==> config.mk <==
export PLATFORM = sky130hd
export DESIGN_NAME = pwm_run_load_brake_control
export DESIGN_NICKNAME = d
export VERILOG_FILES = /design/src/rtl/pwm_pkg.sv /design/src/rtl/pwm_ch_if.sv /design/src/rtl/pwm_channel.sv /design/src/rtl/pwm_brake_select.sv /design/src/rtl/pwm_run_load_brake_control.sv
export SDC_FILE = /design/constraint.sdc
export NUM_CORES = 1
export LEC_CHECK = 0
export BUFFER_PORTS_ARGS = -buffer_cell sky130_fd_sc_hd__clkbuf_2
export CORE_MARGIN = 2
export CORE_UTILIZATION = 45
export DETAILED_ROUTE_END_ITERATION = 10
export PLACE_DENSITY = 0.66
export REMOVE_ABC_BUFFERS = 1
export SLEW_MARGIN = 20
export SYNTH_ARGS = -nofsm -noshare
export SYNTH_HDL_FRONTEND = slang
export SYNTH_SLANG_ARGS = --single-unit
==> constraint.sdc <==
create_clock -name clk_i -period 2 [get_ports clk_i]
set_input_delay 0.4 -clock clk_i [delete_from_list [all_inputs] [get_ports clk_i]]
set_output_delay 0.4 -clock clk_i [all_outputs]
set_load 0.05 [all_outputs]
==> src/rtl/pwm_pkg.sv <==
// Purpose: Shared constants for the four-channel down-counting PWM controller
// Assumes: Classic Wishbone, 32-bit data, byte address = register index * 4
// Notes:   Registers are one, eight or ten bits wide, upper data bits read as zero
package pwm_pkg;
    // ****************************************************************
    // Sizes
    // ****************************************************************
    localparam int          CNT_W    = 10;
    localparam int          NUM_CH   = 4;
    localparam int          ADR_W    = 10;
    localparam logic [9:0]  CMP_ZERO = 10'h000;
    localparam logic [9:0]  CMP_ONES = 10'h3ff;

    // ****************************************************************
    // Register indices
    // ****************************************************************
    localparam logic [7:0]  IDX_RUN_LOAD_INVERT_CTRL = 8'hdc;
    localparam logic [7:0]  IDX_BRAKE_CTRL           = 8'hdf;
    localparam logic [7:0]  IDX_BRAKE_FLAG           = 8'hd7;
    localparam logic [7:0]  IDX_PERIOD_BUF           = 8'he0;
    localparam logic [7:0]  IDX_DUTY_BUF0            = 8'he1;
    localparam logic [7:0]  IDX_COUNT                = 8'he5;

    // ****************************************************************
    // Field positions
    // ****************************************************************
    localparam int          BIT_RUN       = 7;
    localparam int          BIT_LOAD      = 6;
    localparam int          BIT_UNDERFLOW = 5;
    localparam int          BIT_CLEAR     = 4;
    localparam int          BIT_HALT_SEL  = 7;
    localparam int          BIT_PIN_POL   = 6;
    localparam int          BIT_PIN_EN    = 5;
    localparam int          BIT_BRAKE_EN  = 4;
    localparam int          BIT_PIN_FLAG  = 0;

    // ****************************************************************
    // Reset values
    // ****************************************************************
    localparam logic [7:0]  RST_CTRL0 = 8'h00;
    localparam logic [7:0]  RST_CTRL1 = 8'h00;
    localparam logic [9:0]  RST_WORD  = 10'h000;
endpackage : pwm_pkg

==> src/rtl/pwm_ch_if.sv <==
// Purpose: Carries one channel's compare, control and level between top and channel
// Assumes: One instance per channel
// Notes:   Level is the channel's registered pin value
interface pwm_ch_if;
    logic [pwm_pkg::CNT_W-1:0] count;
    logic [pwm_pkg::CNT_W-1:0] compare;
    logic                      run;
    logic                      invert;
    logic                      brake;
    logic                      brake_level;
    logic                      level;

    modport ctl (output count, compare, run, invert, brake, brake_level, input level);
    modport ch  (input count, compare, run, invert, brake, brake_level, output level);
endinterface : pwm_ch_if

==> src/rtl/pwm_channel.sv <==
// Purpose: One PWM output: compare, hold while halted, invert, brake override
// Assumes: Count and compare come from the controller's working registers
// Notes:   Output is registered, one cycle behind the counter
module pwm_channel (
    input  wire logic clk_i,
    input  wire logic rst_i,
    input  wire logic ce_i,
    pwm_ch_if.ch      ch
);
    typedef struct packed {
        logic wave;
        logic level;
    } ch_state_t;

    ch_state_t s_q;
    ch_state_t s_d;

    always_comb begin
        s_d = s_q;
        if (ch.run) begin
            // High until the count falls below compare
            if (ch.compare == pwm_pkg::CMP_ZERO)
                s_d.wave = 1'b1;
            else if (ch.compare == pwm_pkg::CMP_ONES)
                s_d.wave = 1'b0;
            else
                s_d.wave = (ch.count >= ch.compare);
        end
        // Halted: wave keeps its last value
        if (ch.brake)
            s_d.level = ch.brake_level;
        else
            s_d.level = s_d.wave ^ ch.invert;
    end

    always_ff @(posedge clk_i) begin
        if (rst_i)
            s_q <= '0;
        else if (ce_i)
            s_q <= s_d;
    end

    assign ch.level = s_q.level;
endmodule : pwm_channel

==> src/rtl/pwm_brake_select.sv <==
// Purpose: Decides whether brake is asserted and whether the pin caused it
// Assumes: Brake pin is synchronous to the clock
// Notes:   Purely combinational
module pwm_brake_select (
    input  wire logic brake_enable_i,
    input  wire logic brake_pin_enable_i,
    input  wire logic brake_on_halt_select_i,
    input  wire logic brake_pin_polarity_i,
    input  wire logic brake_input_pin_i,
    input  wire logic counter_run_i,
    output logic      brake_o,
    output logic      pin_brake_o
);
    logic pin_active;

    assign pin_active = (brake_input_pin_i == brake_pin_polarity_i);

    always_comb begin
        brake_o     = 1'b0;
        pin_brake_o = 1'b0;
        if (brake_enable_i) begin
            case ({brake_pin_enable_i, brake_on_halt_select_i})
                2'b00:   brake_o = 1'b1;
                2'b01:   brake_o = !counter_run_i;
                2'b10: begin
                    brake_o     = pin_active;
                    pin_brake_o = pin_active;
                end
                2'b11:   brake_o = 1'b0;
                default: brake_o = 1'b0;
            endcase
        end
    end
endmodule : pwm_brake_select

==> src/rtl/pwm_run_load_brake_control.sv <==
// Purpose: Four-channel 10-bit down-counting PWM with run, load, clear and brake
// Assumes: Classic Wishbone slave, one clock, synchronous active-high reset
// Notes:   Every access is acknowledged one cycle after the strobe is seen
// ****************************************************************
// Contract
// ****************************************************************
//
// Contract
// Each channel has an invert bit that flips its output level.
// Run bit 7 of control 0 starts the counter; zero keeps it idle.
// Load bit 6 moves the buffered period in at underflow, then clears.
// Buffered period and compares move to working registers only at underflow.
// Load without run transfers nothing; later run alone keeps old values.
// A run-only write before underflow cancels a pending load.
// Bit 5 flags counter underflow and raises no interrupt.
// After a transfer, load and underflow flag clear on the next cycle.
// Writing one to clear bit 4 forces the counter to zero.
// Software waits for load to clear before changing control registers.
// Software should set run and load in one write.
// Clearing run halts the counter; outputs hold their last level.
// Software stops cleanly by loading fixed compares, then clearing run.
// Brake enable bit 4 of control 1 at zero never asserts brake.
// Brake pin polarity bit 6 selects active high or active low.
// Under brake each output takes its own brake level bit.
// Enabled with both selectors zero: brake always asserted.
// Enabled, halt select only: brake while run is zero.
// Enabled, pin select only: active pin brakes, clears run, sets flag.
// Enabled with both selectors set: no brake.
// Counter reloads period at underflow; output high until below compare.
// Compare zero keeps output high; compare all ones keeps it low.
// Pin brake flag bit 0 stays set until software clears it.
//
// Decided for this implementation: the Wishbone slave port.
module pwm_run_load_brake_control #(
    parameter int CNT_W  = pwm_pkg::CNT_W,
    parameter int NUM_CH = pwm_pkg::NUM_CH
) (
    input  wire logic                      clk_i,
    input  wire logic                      rst_i,
    input  wire logic                      ce_i,
    input  wire logic                      cyc_i,
    input  wire logic                      stb_i,
    input  wire logic                      we_i,
    input  wire logic [pwm_pkg::ADR_W-1:0] adr_i,
    input  wire logic [3:0]                sel_i,
    input  wire logic [31:0]               dat_i,
    output logic      [31:0]               dat_o,
    output logic                           ack_o,
    input  wire logic                      brake_input_pin_i,
    output logic      [NUM_CH-1:0]         pwm_o
);
    // ****************************************************************
    // Elaboration checks
    // ****************************************************************
    if (CNT_W != 10 || NUM_CH != 4) begin : g_bad_param
        $error("Counter must be 10 bits and channel count 4");
    end

    // ****************************************************************
    // State
    // ****************************************************************
    typedef struct packed {
        logic [7:0]                        ctrl0;
        logic [7:0]                        ctrl1;
        logic                              pin_flag;
        logic [CNT_W-1:0]                  period_buf;
        logic [CNT_W-1:0]                  period_work;
        logic [NUM_CH-1:0][CNT_W-1:0]      duty_buf;
        logic [NUM_CH-1:0][CNT_W-1:0]      cmp_work;
        logic [CNT_W-1:0]                  count;
        logic                              xfer;
        logic                              ack;
        logic [31:0]                       rdata;
    } ctl_state_t;

    ctl_state_t s_q;
    ctl_state_t s_d;

    logic       brake;
    logic       pin_brake;
    logic       access;
    logic [7:0] idx;

    assign access = cyc_i && stb_i && !s_q.ack;
    assign idx    = adr_i[pwm_pkg::ADR_W-1:2];

    // ****************************************************************
    // Brake decision
    // ****************************************************************
    pwm_brake_select u_brake (
        .brake_enable_i         (s_q.ctrl1[pwm_pkg::BIT_BRAKE_EN]),
        .brake_pin_enable_i     (s_q.ctrl1[pwm_pkg::BIT_PIN_EN]),
        .brake_on_halt_select_i (s_q.ctrl1[pwm_pkg::BIT_HALT_SEL]),
        .brake_pin_polarity_i   (s_q.ctrl1[pwm_pkg::BIT_PIN_POL]),
        .brake_input_pin_i      (brake_input_pin_i),
        .counter_run_i          (s_q.ctrl0[pwm_pkg::BIT_RUN]),
        .brake_o                (brake),
        .pin_brake_o            (pin_brake)
    );

    // ****************************************************************
    // Next state
    // ****************************************************************
    always_comb begin
        s_d     = s_q;
        s_d.ack = access;

        // Bus writes first, so hardware events below win over them
        if (access && we_i) begin
            if (sel_i[0]) begin
                case (idx)
                    pwm_pkg::IDX_RUN_LOAD_INVERT_CTRL: begin
                        // Run-only write drops a pending load
                        s_d.ctrl0 = dat_i[7:0];
                        // Clear is a strobe and never reads back as one
                        s_d.ctrl0[pwm_pkg::BIT_CLEAR] = 1'b0;
                    end
                    pwm_pkg::IDX_BRAKE_CTRL:
                        s_d.ctrl1 = dat_i[7:0];
                    pwm_pkg::IDX_BRAKE_FLAG:
                        s_d.pin_flag = dat_i[pwm_pkg::BIT_PIN_FLAG];
                    pwm_pkg::IDX_PERIOD_BUF:
                        s_d.period_buf[7:0] = dat_i[7:0];
                    default: begin
                        for (int i = 0; i < NUM_CH; i++) begin
                            if (idx == pwm_pkg::IDX_DUTY_BUF0 + 8'(i))
                                s_d.duty_buf[i][7:0] = dat_i[7:0];
                        end
                    end
                endcase
            end
            if (sel_i[1]) begin
                if (idx == pwm_pkg::IDX_PERIOD_BUF)
                    s_d.period_buf[CNT_W-1:8] = dat_i[CNT_W-1:8];
                for (int i = 0; i < NUM_CH; i++) begin
                    if (idx == pwm_pkg::IDX_DUTY_BUF0 + 8'(i))
                        s_d.duty_buf[i][CNT_W-1:8] = dat_i[CNT_W-1:8];
                end
            end
        end

        // Read data is captured with the strobe, presented with ack
        s_d.rdata = 32'h0000_0000;
        if (access && !we_i) begin
            case (idx)
                pwm_pkg::IDX_RUN_LOAD_INVERT_CTRL: s_d.rdata[7:0] = s_q.ctrl0;
                pwm_pkg::IDX_BRAKE_CTRL:           s_d.rdata[7:0] = s_q.ctrl1;
                pwm_pkg::IDX_BRAKE_FLAG:
                    s_d.rdata[pwm_pkg::BIT_PIN_FLAG] = s_q.pin_flag;
                pwm_pkg::IDX_PERIOD_BUF:           s_d.rdata[CNT_W-1:0] = s_q.period_buf;
                pwm_pkg::IDX_COUNT:                s_d.rdata[CNT_W-1:0] = s_q.count;
                default: begin
                    for (int i = 0; i < NUM_CH; i++) begin
                        if (idx == pwm_pkg::IDX_DUTY_BUF0 + 8'(i))
                            s_d.rdata[CNT_W-1:0] = s_q.duty_buf[i];
                    end
                end
            endcase
        end

        // One-cycle follow-up of a transfer
        s_d.xfer = 1'b0;
        if (s_q.xfer) begin
            s_d.ctrl0[pwm_pkg::BIT_LOAD]      = 1'b0;
            s_d.ctrl0[pwm_pkg::BIT_UNDERFLOW] = 1'b0;
        end

        // Counter runs only with run set; idle means no underflow
        if (s_q.ctrl0[pwm_pkg::BIT_RUN]) begin
            if (s_q.count == '0) begin
                // Flag only, no interrupt line exists
                s_d.ctrl0[pwm_pkg::BIT_UNDERFLOW] = 1'b1;
                if (s_q.ctrl0[pwm_pkg::BIT_LOAD]) begin
                    // Sole place working values change
                    s_d.period_work = s_q.period_buf;
                    s_d.cmp_work    = s_q.duty_buf;
                    s_d.count       = s_q.period_buf;
                    s_d.xfer        = 1'b1;
                end else begin
                    s_d.count = s_q.period_work;
                end
            end else begin
                s_d.count = s_q.count - 1'b1;
            end
        end

        // Counter clear overrides the count step
        if (access && we_i && sel_i[0] && idx == pwm_pkg::IDX_RUN_LOAD_INVERT_CTRL
            && dat_i[pwm_pkg::BIT_CLEAR])
            s_d.count = '0;

        // Pin brake beats a simultaneous software write
        if (pin_brake) begin
            s_d.ctrl0[pwm_pkg::BIT_RUN] = 1'b0;
            s_d.pin_flag                = 1'b1;
        end
    end

    always_ff @(posedge clk_i) begin
        if (rst_i) begin
            s_q             <= '0;
            s_q.ctrl0       <= pwm_pkg::RST_CTRL0;
            s_q.ctrl1       <= pwm_pkg::RST_CTRL1;
            s_q.period_buf  <= pwm_pkg::RST_WORD;
            s_q.period_work <= pwm_pkg::RST_WORD;
        end else if (ce_i) begin
            s_q <= s_d;
        end
    end

    // ****************************************************************
    // Channels
    // ****************************************************************
    for (genvar c = 0; c < NUM_CH; c++) begin : g_ch
        pwm_ch_if ch_bus ();

        assign ch_bus.count       = s_q.count;
        assign ch_bus.compare     = s_q.cmp_work[c];
        assign ch_bus.run         = s_q.ctrl0[pwm_pkg::BIT_RUN];
        assign ch_bus.invert      = s_q.ctrl0[c];
        assign ch_bus.brake       = brake;
        assign ch_bus.brake_level = s_q.ctrl1[c];

        pwm_channel u_ch (
            .clk_i (clk_i),
            .rst_i (rst_i),
            .ce_i  (ce_i),
            .ch    (ch_bus.ch)
        );

        assign pwm_o[c] = ch_bus.level;
    end

    assign ack_o = s_q.ack;
    assign dat_o = s_q.rdata;
endmodule : pwm_run_load_brake_control

==> impl_results.md <==
- Outcome: completed
- Starting density of the core: 0.4593
- DR WL/cell: 18.65 µm
- Cts hold-fix bufs: 0
- Clock power share: 0.491
- Seq/Total Area, Yosys: 0.3692
- CORE AREA: 17240 µm²
- Commonest non-fill, non-tap cells in the layout: nand2_1, dfxtp_1, nor2_1
- TritonCTS Buffers: 17
- Vias in the first global route: approximately 6700
- Reg clk slew, reported paths: 0.06 ns
- Row count: 48
- WS Path Type: reg -> reg
- Simple-Gate Fraction of Synth Area: 0.2143
- Cell internal pwr: 4.887 mW
- First-pass GRT wire length: 36150 µm
- TritonCTS clock tree: yes
- Remaining DRCs: 0
- Area delta synth->final: 19.93%
- Cell chain of the critical path: inv_2, buf_4, ha_1, nand2b_1, a21oi_2, o221ai_2, a21oi_2, mux2_4, nor2_2
- CP max-delay cell: dfxtp_2
- Crit-path max FO: 2
- Routed vias: 7188
- Post-Synthesis Cells: 979
- Yosys warnings: 0
- Fmax: 0.5090 GHz
- Area post-placement: a little under 9000 µm²
- Critical Path RT: 2.36 ns
- CP top delay family: compound AO/OA/AOI/OAI gates
- Comb pwr share: 0.055
- Total power: 6.399 mW
- Die H: 136.6 µm
- Final setup fails: 0
- CP startpoint kind: flip-flop
- Sw Ratio: 0.2363
- Buf+Inv Stages, Crit Path: 2
- CP arrival: 2.32 ns
- Mux cell area share after synthesis: 0.1013
- Peak VDD IR: 0.5983 mV
- Initial antenna violation count: 0
- DR iter-0 viols: 605
- CTS Root Cell: clkbuf_16
- Share of layout cells above drive strength 1: 0.2023
- Dpl hpwl: 17090 µm
- Worst skew pair latency: roughly 0.42 ns
- Nets: 1145
- Final Cycle Share: 0.9822
- Design Area, Final: 9495 µm²
- RePlAce Congestion: 0.8747
- H-tree levels: 4
- Pre-Repair DR Iteration Count: 5
- Post-synthesis adder-cell area fraction: 0.06479
- Register share of total power: 0.455
- Most common cell after layout, fill and taps aside: nand2_1
- Minimum clock period: 1.964 ns
- Setup WS pre-CTS: -0.1997 ns
- Synthesized area: ~8000 µm²
- Die area: 18670 µm²
- Post-Synth XOR/XNOR Area: 0.001106
- Post-synth top flop: dfxtp_1
- Crit path largest cell delay: 0.33 ns
- Longest Clk Path Bufs: 2
- Grt ovf: 0
- Port Buffers: 41
- Most used cell, CP: a21oi_2
- Synth Area in Compound Gates: 0.1588
- Final setup margin: 0.03552 ns
- Post-synthesis sequential element count: 146
- Drt total wl: approximately 24000 µm
- Avg Cell Area, Syn: 8.087 µm²
- Max Slew Vio Count: 0
- Vias per cell: 5.581
- Leakage: 3.912 nW
- Switching Power: between 1.5 and 2 mW
- Max-cap violation count: 0
- IO Count: 90
- ANT nets after route: 0
- Share of flip-flops with an asynchronous set or reset: 0
- Die width: 136.6 µm
- PD cells: 673.9 nW/µm²
- Clock skew: 0.006941 ns
- Largest family of logic cells by synthesized area: simple AND/OR/NAND/NOR gates
- Cell variety after synth: 62
- # diodes: 0
- Total GRT Usage: 0.2592
- HP Class: in -> reg
- Largest net degree at the start of global routing: 103
- Clock sink count: 146
- EDFF count, synth: 0
- Final hold violations: 0
- Setup crit end kind: flip-flop
## layout make-up
type	instances	area [µm²]
Clock buffer	19	452.9
Clock inverter	12	133.9
Fill cell	1606	7741
Inverter	47	176.4
Multi-Input combinational cell	714	4546
Sequential cell	146	2933
Tap cell	225	281.5
Timing Repair Buffer	125	972.2
## kinds of logic after synthesis
kind of cell / after synthesis
AO/OA/AOI/OAI: 204
XOR/XNOR: 1
adder cells (fa/ha/maj): 41
buffers and inverters: 140
flip-flops: 146
multiplexers: 77
other: 1
AND/OR/NAND/NOR: 369
## registers in the layout, summed over array words and instances, names as in the netlist
signal / count
s_q: 68
g_ch.ch_bus.brake_level: 4
g_ch.ch_bus.compare: 40
g_ch.u_ch.ch.level: 4
g_ch.ch_bus.invert: 4
ack_o: 1
g_ch.u_ch.s_q: 4
dat_o: 10
g_ch.ch_bus.count: 10
g_ch.ch_bus.run: 1
## per-layer routing
layer | GRT usage | wire length [µm] | share of wire | vias up
li1 | - | - | - | 3526
met1 | 0.3252 | 10300 | 0.43 | 3388
met2 | 0.4383 | 11550 | 0.48 | 237
met3 | 0.05333 | 1505 | 0.063 | 37
met4 | 0.09491 | 667 | 0.028 | 0
met5 | 0 | 0 | 0 | -
## power groups by stage
stage	Clock (mW)	Sequential, mW	Combinational [mW]
detailed placement	0	2.97	0.344
global placement	0	2.97	0.341
CTS	3.18	2.91	0.344
global route	3.30	2.91	0.368
finish	3.14	2.91	0.349
floorplan	0	2.98	0.137
## through the flow
| stage | instances | utilization | hold WS, ns | TNS (ns) |
|---|---|---|---|---|
| after floorplan | 907 | - | 0.4257 | -36.49 |
| after global placement | 1255 | 0.5038 | 0.4378 | -2.645 |
| after detailed placement | 1255 | 0.5038 | 0.4441 | -4.775 |
| after CTS | 1286 | 0.5403 | 0.2578 | 0 |
| after global routing | 1288 | 0.5509 | 0.2789 | -0.05935 |
| final | 1288 | 0.5509 | 0.2737 | 0 |
## path summary, 6_finish.rpt
kind / start / end / slack (ns) / cells past startpoint
worst max-delay path: g_ch[0].ch_bus.count[0] / g_ch[3].u_ch.ch.level / 0.04 / 9
worst min-delay path: rst_i / s_q[130] / 0.27 / 2
worst max register to register: g_ch[0].ch_bus.count[0] / g_ch[3].u_ch.ch.level / 0.04 / 9
worst min register to register: s_q[132] / s_q[132] / 0.45 / 2
## synth_stat cells (all sizes together) (2+ instances only)
cell type,number,area [µm²]
o41ai,6,52.55
and3,8,50.05
a32o,3,30.03
o21a,4,30.03
nor2,97,364.1
inv,47,176.4
mux2,15,168.9
a22oi,23,172.7
or3,2,12.51
nand3,30,162.7
dfxtp,146,2923
o211ai,5,37.54
or4,2,15.01
a221oi,8,70.07
a21oi,94,470.5
and3b,2,17.52
nor4,17,121.4
buf,54,390.4
a211oi,9,67.56
clkbuf,39,146.4
a22o,2,17.52
ha,41,513.0
o21ai,34,170.2
mux2i,61,610.6
nor2b,4,25.02
and2,2,12.51
nand2,160,615.6
nand4,18,112.6
nand2b,7,43.79
nor3,12,71.32
a21boi,2,15.02
o221ai,4,35.03
## timing repair
| action | in CTS | in global routing |
|---|---|---|
| cloned | 0 | 1 |
| gates resized for setup | 13 | 28 |
| endpoints found under the setup margin | 12 | 56 |
| setup buffers | 1 | 1 |
| pin swaps | 11 | 10 |
Power figures use the tool's default switching activity.
